--- config.mk ---
export PLATFORM = sky130hd
export DESIGN_NAME = prpin_top
export DESIGN_NICKNAME = d
export VERILOG_FILES = /design/src/logic/prpin_pkg.sv /design/src/logic/prpin_tmr_if.sv /design/src/logic/prpin_hold_tmr.sv /design/src/logic/prpin_top.sv
export SDC_FILE = /design/constraint.sdc
export NUM_CORES = 1
export LEC_CHECK = 0
export ABC_AREA = 1
export BUFFER_PORTS_ARGS = -buffer_cell sky130_fd_sc_hd__buf_2
export CAP_MARGIN = 20
export CORE_UTILIZATION = 62
export DETAILED_ROUTE_END_ITERATION = 7
export GPL_TIMING_DRIVEN = 0
export PLACE_DENSITY = 0.89
export SYNTH_ARGS = -nofsm -noshare
export SYNTH_HDL_FRONTEND = slang
export SYNTH_HIERARCHICAL = 1
export SYNTH_SLANG_ARGS = --single-unit
export TNS_END_PERCENT = 50
--- constraint.sdc ---
create_clock -name core_clk_i -period 4.1 [get_ports core_clk_i]
set_input_delay 0.615 -clock core_clk_i [delete_from_list [all_inputs] [get_ports core_clk_i]]
set_output_delay 0.615 -clock core_clk_i [all_outputs]
set_load 0.05 [all_outputs]
--- src/logic/prpin_pkg.sv ---
/*
 * Shared constants of the pin control block: reset values and timing.
 * Assumes a single 100 MHz core clock; all counts derive from it.
 */
package prpin_pkg;

	// ----------------------------------------------------------------
	// Clock and timing
	// ----------------------------------------------------------------
	localparam int CLK_PERIOD_NS = 10;
	localparam int INT_HOLD_MS = 500;
	localparam int NS_PER_MS = 1000000;
	// Longest time, so round down; one cycle at the least
	localparam int INT_HOLD_CYCLES_RAW = INT_HOLD_MS * NS_PER_MS / CLK_PERIOD_NS;
	localparam int INT_HOLD_CYCLES =
		(INT_HOLD_CYCLES_RAW < 1) ? 1 : INT_HOLD_CYCLES_RAW;
	localparam int TMR_W = 26;

	// ----------------------------------------------------------------
	// Reset values
	// ----------------------------------------------------------------
	localparam logic RST_STRAP = 1'b0;
	localparam logic RST_LOW = 1'b0;
	localparam logic RST_MGMT_READY = 1'b0;

endpackage

--- src/logic/prpin_tmr_if.sv ---
/*
 * Carrier between the pin controller and its interrupt hold timer.
 * Assumes both ends share core_clk_i.
 */
interface prpin_tmr_if;
	logic start; // Restart the hold window
	logic busy; // Hold window running

	modport ctl (output start, input busy);
	modport tmr (input start, output busy);
endinterface

--- src/logic/prpin_hold_tmr.sv ---
/*
 * Interrupt hold timer: busy for HOLD cycles after each start.
 * Assumes start is a one-cycle pulse in the core clock domain.
 */
module prpin_hold_tmr
	import prpin_pkg::*;
#(
	parameter int HOLD = INT_HOLD_CYCLES,
	parameter int W = TMR_W
) (
	input wire logic core_clk_i, // Core clock
	input wire logic reset_i, // Async reset, active high
	prpin_tmr_if.tmr tmr // Start and busy
);
	logic [W-1:0] cnt_reg;
	logic [W-1:0] cnt_next;

	// ----------------------------------------------------------------
	// Down counter
	// ----------------------------------------------------------------
	// A new start mid-window restarts it, so the last event is held full
	assign cnt_next = tmr.start ? W'(HOLD) :
		(cnt_reg != '0) ? cnt_reg - W'(1) : cnt_reg;
	assign tmr.busy = (cnt_reg != '0);

	// Counter register
	always_ff @(posedge core_clk_i or posedge reset_i) begin
		if (reset_i) begin
			cnt_reg <= '0;
		end else begin
			cnt_reg <= cnt_next;
		end
	end
endmodule

--- src/logic/prpin_top.sv ---
/*
 * Pin control of the transceiver: supply alarm, shared power-down input
 * and interrupt output, management write block strap, three indicators
 * with general purpose I/O on the first one.
 * Assumes all inputs synchronous to core_clk_i and reset_i derived from
 * the board reset input. Open-drain pins: enable high means pull low.
 */

// Contract
// - Abnormal supply current in normal operation pulls the alarm pin low.
// - A hardware reset returns every internal register to its reset value.
// - By default a low on the shared pin puts the device in power-down.
// - Management access stays usable while in power-down.
// - In interrupt mode the shared pin is an open-drain active-low output.
// - With writes strapped off, the interrupt holds 500 ms then clears.
// - First indicator shows activity, or acts as general purpose I/O.
// - Second indicator shows a gigabit link.
// - Third indicator shows link good at any speed.
// - Strap low allows management writes; strap high rejects them.
module prpin_top
	import prpin_pkg::*;
#(
	parameter int INT_HOLD = prpin_pkg::INT_HOLD_CYCLES // Hold window
) (
	input wire logic core_clk_i, // Core clock, 100 MHz
	input wire logic reset_i, // Async reset, active high
	input wire logic supply_fault_i, // Abnormal supply current seen
	output logic supply_alarm_out_o, // Alarm pin level, always low
	output logic supply_alarm_out_oe_o, // Alarm pin pulled low
	input wire logic int_mode_i, // Shared pin used as interrupt
	input wire logic sleep_request_in_i, // Shared pin level
	output logic sleep_request_in_o, // Shared pin level, always low
	output logic sleep_request_in_oe_o, // Shared pin pulled low
	output logic power_down_o, // Device in power-down
	input wire logic int_event_i, // Interrupt event pulse
	input wire logic status_read_i, // Event status register read pulse
	output logic int_pending_o, // Interrupt pending
	input wire logic mgmt_write_block_strap_i, // Write block strap
	input wire logic mgmt_write_req_i, // Management write request
	output logic mgmt_write_ok_o, // Write accepted pulse
	output logic mgmt_ready_o, // Management access usable
	input wire logic activity_i, // Receive or transmit activity
	input wire logic gig_link_i, // Gigabit link up
	input wire logic link_good_i, // Link good at any speed
	input wire logic io_function_select_i, // 1: first indicator is I/O
	input wire logic gpio_out_i, // I/O output value
	input wire logic gpio_oe_i, // I/O drive enable
	input wire logic activity_indicator_i, // First indicator pin level
	output logic activity_indicator_o, // First indicator pin value
	output logic activity_indicator_oe_o, // First indicator driven
	output logic gpio_in_o, // I/O input sample
	output logic gigabit_link_indicator_o, // Second indicator
	output logic link_good_indicator_o // Third indicator
);
	import prpin_pkg::*;

	prpin_tmr_if tmr_bus ();

	logic strap_reg;
	logic strap_done_reg;
	logic pending_reg;
	logic pending_next;
	logic irq_active;
	logic pd_next;
	logic alarm_next;
	logic act_next;
	logic act_oe_next;

	// ----------------------------------------------------------------
	// Strap capture
	// ----------------------------------------------------------------
	// Caught at the first edge after release; async reset loads constants
	always_ff @(posedge core_clk_i or posedge reset_i) begin
		if (reset_i) begin
			strap_reg <= RST_STRAP;
			strap_done_reg <= RST_LOW;
		end else if (!strap_done_reg) begin
			strap_reg <= mgmt_write_block_strap_i;
			strap_done_reg <= 1'b1;
		end
	end

	// ----------------------------------------------------------------
	// Interrupt source selection
	// ----------------------------------------------------------------
	// Strapped: a timed pulse, since software cannot acknowledge it
	assign tmr_bus.start = int_event_i && strap_reg;
	// Set beats the read clear in the same cycle
	assign pending_next = int_event_i ||
		(pending_reg && !status_read_i);
	assign irq_active = strap_reg ? tmr_bus.busy : pending_reg;

	prpin_hold_tmr #(
		.HOLD(INT_HOLD),
		.W(TMR_W)
	) u_hold (
		.core_clk_i(core_clk_i),
		.reset_i(reset_i),
		.tmr(tmr_bus)
	);

	// ----------------------------------------------------------------
	// Pin and mode decode
	// ----------------------------------------------------------------
	assign pd_next = !int_mode_i && !sleep_request_in_i;
	// No alarm while powered down: supply draw is not normal there
	assign alarm_next = supply_fault_i && !power_down_o;
	assign act_next = io_function_select_i ? gpio_out_i : activity_i;
	assign act_oe_next = io_function_select_i ? gpio_oe_i : 1'b1;

	// Interrupt and power state
	always_ff @(posedge core_clk_i or posedge reset_i) begin
		if (reset_i) begin
			pending_reg <= RST_LOW;
			sleep_request_in_oe_o <= RST_LOW;
			power_down_o <= RST_LOW;
		end else begin
			pending_reg <= pending_next && !strap_reg;
			sleep_request_in_oe_o <= int_mode_i && irq_active;
			power_down_o <= pd_next;
		end
	end

	// Management side stays alive in power-down
	always_ff @(posedge core_clk_i or posedge reset_i) begin
		if (reset_i) begin
			mgmt_ready_o <= RST_MGMT_READY;
			mgmt_write_ok_o <= RST_LOW;
			int_pending_o <= RST_LOW;
		end else begin
			mgmt_ready_o <= 1'b1;
			mgmt_write_ok_o <= mgmt_write_req_i && !strap_reg;
			int_pending_o <= irq_active;
		end
	end

	// Open-drain levels of the alarm and shared pins
	always_ff @(posedge core_clk_i or posedge reset_i) begin
		if (reset_i) begin
			supply_alarm_out_o <= RST_LOW;
			supply_alarm_out_oe_o <= RST_LOW;
			sleep_request_in_o <= RST_LOW;
		end else begin
			supply_alarm_out_o <= 1'b0;
			supply_alarm_out_oe_o <= alarm_next;
			sleep_request_in_o <= 1'b0;
		end
	end

	// Status indicators and I/O sample
	always_ff @(posedge core_clk_i or posedge reset_i) begin
		if (reset_i) begin
			activity_indicator_o <= RST_LOW;
			activity_indicator_oe_o <= RST_LOW;
			gpio_in_o <= RST_LOW;
			gigabit_link_indicator_o <= RST_LOW;
			link_good_indicator_o <= RST_LOW;
		end else begin
			activity_indicator_o <= act_next;
			activity_indicator_oe_o <= act_oe_next;
			gpio_in_o <= activity_indicator_i;
			gigabit_link_indicator_o <= gig_link_i;
			link_good_indicator_o <= link_good_i;
		end
	end

	logic [31:0] irq_run_cnt;
	// Cycles the pin has been pulled low since the last event
	always_ff @(posedge core_clk_i or posedge reset_i) begin
		if (reset_i) begin
			irq_run_cnt <= '0;
		end else if (int_event_i || !sleep_request_in_oe_o) begin
			irq_run_cnt <= '0;
		end else begin
			irq_run_cnt <= irq_run_cnt + 32'd1;
		end
	end
endmodule

; Word-level counts from Yosys, hierarchy flattened
; Cells that the tools add are included.
[word_totals]
regBits = 39
latchBits = 0
ramBits = 0
romBits = 0
input_bits = 16
n_memories = 0
[classes]
n_addsub = 1
multipliers = 0
div_mod_pow = 0
order_cmp = 0
eq_ne = 0
shifts = 0
muxes = 5
n_bitwise = 0
n_reduce_logical = 15
[ops]
columns = operator, count
row1 = two-way mux 26 bit, 2
row2 = nonzero test 26 bit, 1
row3 = subtractor 26 x 1 -> 26 bit (second input constant), 1
row4 = logical AND 1 bit, 7
row5 = zero test 1 bit, 5
row6 = two-way mux 1 bit, 3
row7 = nonzero test 2 bit, 1
row8 = logical OR 1 bit, 1

; Logic depth before layout (Yosys ltp)
[depth]
depth_word = 4
depth_mapped = 9
depth_no_buf = 9

; Cells and area by module
; The synthesis kept the hierarchy.
[by_module_without_submodules]
columns = mod, n_inst, cells_per_inst, area_each_um2
row1 = prpin_hold_tmr, 1, 272, 1796.7
row2 = prpin_top, 1, 40, 451.7

; Least setup slack after synthesis
; Ideal clock, no wire load.
[synth_timing]
kind = reg-to-reg
from = register u_hold.cnt_reg[0]
to = register u_hold.cnt_reg[1]
arrival_time_ps = 1395
slack_ps = 2587
path_stages_with_launch = 10
path_buffers = 0
synth_period_minus_slack_ps = 1513
path_cell_list = dfrtp_1 > inv_1 > ha_1 > nand2_4 > clkinv_4 > nand2_4 > nor2_8 > nand3_4 > nand2_1 > o21ai_2
[synth_between]
elab_chain_len = 3
word_cells_on_any_way = 5
classes_between = add/sub: 1 / mux: 2 / reduce/logical: 2
[synth_rtl]
columns = item, line
row1 = start: declaration, prpin_hold_tmr.sv:15  ; logic [W-1:0] cnt_reg;
row2 = start signal: assignment, prpin_hold_tmr.sv:31  ; cnt_reg <= cnt_next;
row3 = subtractor 26 x 1 -> 26 bit, prpin_hold_tmr.sv:23  ; (cnt_reg != '0) ? cnt_reg - W'(1) : cnt_reg;
row4 = two-way mux 26 bit, prpin_hold_tmr.sv:23
row5 = two-way mux 26 bit, prpin_hold_tmr.sv:22  ; assign cnt_next = tmr.start ? W'(HOLD) :
; Parallel ways exist; a longest one is shown, timed or not. The select of a mux whose other input is x is not followed.
; A chain may end at the register's enable or synchronous reset.

; Worst setup path in the final report
[layout_timing]
from = register u_hold.cnt_reg[0]
to = register u_hold.cnt_reg[9]
; Same word-level chain as after synthesis.

==> summary.txt <==
Power
  – Pwr dens: 424 mW/mm2
  – Net Sw Power: 0.453 mW
  – Sw frac: 42.4%
  – Static leakage: 1.37 nW
  – Int Pwr: 0.617 mW
  – Combinational share of power: 36.1%
  – Peak supply drop: 0.441 mV
  – Sequential share of power: 45.4%
  – Clk pwr share: 18.5%

Placed design
  – IO Port Bufs: 26
  – Hpwl dp: 3.84 mm
  – Gpl congestion: 0.904

Worst setup path
  – Crit-path cells: inv_1 -> ha_1 -> nand2_4 -> clkinv_4 -> nand2_4 -> nor2_8 -> nand3_4 -> inv_4 -> nor2_1
  – CP max stage delay: 0.39 ns
  – FF-to-FF path depth: 9
  – Worst setup path category: reg -> reg
  – CP arrival: 2.09 ns
  – Crit start category: flop
  – Reg2reg end: u_hold/cnt_reg[9]
  – Worst Path Max Fanout: 9
  – Most frequent CP cell: nand2_4
  – CP Launch Point: u_hold/cnt_reg[0]
  – Crit path to: u_hold/cnt_reg[9]
  – Cell count along the critical path: 9
  – Worst setup EP type: flop
  – Top delay family on crit path: simple AND/OR/NAND/NOR gates
  – Worst reg2reg path startpoint: u_hold/cnt_reg[0]
  – Worst path bufs/invs: 3
  – Slowest CP cell: dfrtp_1
  – Worst reg-to-reg setup slack: 2.26 ns
  – Crit path required time: 4.35 ns

Timing
  – Least-Margin Pin Slew: 0.574 ns
  – Final hold slack: 0.205 ns
  – Min cycle time layout: 1.84 ns
  – # setup viols final: 0
  – RSZ-0062 raised after global routing: no
  – Worst Skew: 0.00722 ns
  – Crit share post-route: 44.9%
  – Final hold violations: 0
  – Setup_tns: 0 ns
  – Slew HR: 61.7%
  – Final slew viol count: 0
  – FMAX: 544 MHz

Die
  – Die Wd: 62.2 um
  – Die Height: 62.2 um
  – Total core area: 0.00342 mm2
  – Die area: 0.00387 mm2
  – Rows: 21
  – Initial Util: 65.8%
  – IO Count: 29

Logic synthesis
  – Yosys cell types: 28
  – Post-synth ARST share: 100%
  – Number of enable flip-flop cells after synthesis: 0
  – Synth Instances: 312
  – Synth Flop Type: dfrtp_1
  – Syn_area_per_cell: 7.21 um2
  – Synth top area cells: dfrtp_1, nand2_1, nor2_1
  – #FFs+latches synth: 39
  – Synth top area share: 43.4%
  – Warnings from Yosys: 6
  – Synth area leader: dfrtp_1
  – Syn Std Cell Area: 0.00225 mm2
  – Post-synthesis sequential area ratio: 43.4%

Detailed routing
  – Vias/cell: 5.29
  – Vias: 2083
  – WL per Instance: 13.0 um
  – Antenna-violating nets left: 0
  – DR pass1 iterations: 6
  – Initial DRC count: 124
  – DRT Wirelength: 5.13 mm
  – DRC Markers: 0

Finish
  – Finished Core Util: 73.8%
  – Nets: 364
  – Fill count: 260
  – Number of flip-flops in the largest register: 26
  – Area Growth Syn to Fin: 12.1%
  – Layout cells sized above 1: 20.4%
  – Ant diodes: 0

Clock network
  – Setup Fix Bufs, Post-CTS: 0
  – CTS tree: yes
  – Worst-skew pair later-pin latency: 0.36 ns
  – Clk buf depth: 2
  – Clock buffer count from CTS: 5
  – Hold buffer count at cts: 0
  – CTS clock-pin slew for the worst setup and hold paths: 0.12 ns
  – Clock sink count: 39
  – CTS resizes: 0
  – CTS H-tree depth: 2
  – Root buf cell: clkbuf_4

Hold path
  – Min-delay worst type: in -> async

GRT
  – Total GRT Usage: 28.2%
  – Pin count of the biggest net entering global routing: 27
  – First-pass GRT wire length: 8.43 mm
  – Vias in the first global route: 1854
  – Initial antenna violation count: 0
  – Total grt overflow: 0

Run status
  – Outcome: finished clean

Run
  – Max-Cap Viols: 0
[synthesized netlist by cell type, types with 2 or more instances]
cell type,n
nor2_1,57
inv_2,5
nor2_2,6
inv_1,52
o21ai_0,3
nand3b_1,2
o21ai_2,3
nand4_1,13
nor2_4,2
nand2_2,8
a21oi_1,7
nand2_1,72
dfrtp_1,39
conb_1,2
nand3_1,25
nand2_4,3
buf_4,2
[logic make-up (layout without fill, tap and decap cells)]
kind of cell,after synthesis,after routing,synth area share [%]
adders and majority gates,1,1,0.556
DFF,39,39,43.4
other,2,3,0.334
and+or+nand+nor,191,191,39.7
buffers and inverters,64,99,11.7
AOI/OAI and AO/OA,15,15,4.28
[how the worst min path moves through the flow]
| stage | to | slack, ns | cells after the start |
|---|---|---|---|
| after detailed placement | supply_alarm_out_oe_o | 0.41 | 1 |
| after CTS | pending_reg | 0.28 | 2 |
| after global routing | u_hold/cnt_reg[23] | 0.19 | 2 |
| after floorplan | int_pending_o | 0.47 | 2 |
| final | u_hold/cnt_reg[17] | 0.21 | 2 |
| after global placement | supply_alarm_out_oe_o | 0.40 | 1 |
[through the flow]
| stage | power, mW | instances | instance area, um2 | setup WS (ns) |
|---|---|---|---|---|
| finish | 1.07 | 394 | 2520 | 2.26 |
| global route | 1.14 | 394 | 2520 | 2.20 |
| CTS | 1.07 | 393 | 2490 | 2.28 |
| detailed placement | 0.871 | 385 | 2440 | 2.11 |
| global placement | 0.854 | 385 | 2440 | 2.14 |
| floorplan | 0.784 | 313 | 2250 | 2.59 |
[cell type report]
type	instances	area (um2)	share of cell area, %
well taps	46	57.6	2.28
plain buffers	4	30.0	1.19
repair buffers	27	158	6.25
flip-flops and latches	39	976	38.7
inverters	60	233	9.23
multi-input cells	210	1010	40.2
clock buffers	6	41.3	1.64
clock inverters	2	12.5	0.496
[power groups by stage]
stage	Clock [mW]	Combinational [mW]	Sequential, mW
after detailed placement	0	0.379	0.492
after global placement	0	0.365	0.488
after floorplan	0	0.279	0.505
after CTS	0.203	0.381	0.484
after global routing	0.219	0.428	0.494
final	0.197	0.387	0.486
[per-layer routing]
layer  global-route usage [%]  part of all wire [%]  vias up
met5                        0                     0        -
met4                     9.59                   2.3        0
met3                     4.78                   6.7       10
met2                     47.0                    48       82
met1                     37.4                    43      974
li1                         -                     -     1017
[layout by cell type (no fill, tap or decap), types with 5 or more instances in the layout]
master     n
a21oi_1    7
buf_2     26
clkbuf_4   5
dfrtp_1   39
inv_1     52
inv_2      5
nand2_1   72
nand2_2    8
nand3_1   25
nand4_1   13
nor2_1    57
nor2_2     6
[worst register-to-register path, cell delays in order, from the launching register on]
cell,delay [ns]
dfrtp_1,0.39
inv_1,0.17
ha_1,0.38
nand2_4,0.15
clkinv_4,0.10
nand2_4,0.07
nor2_8,0.12
nand3_4,0.16
inv_4,0.14
nor2_1,0.05
No activity file was read; power rests on OpenSTA's default activity.
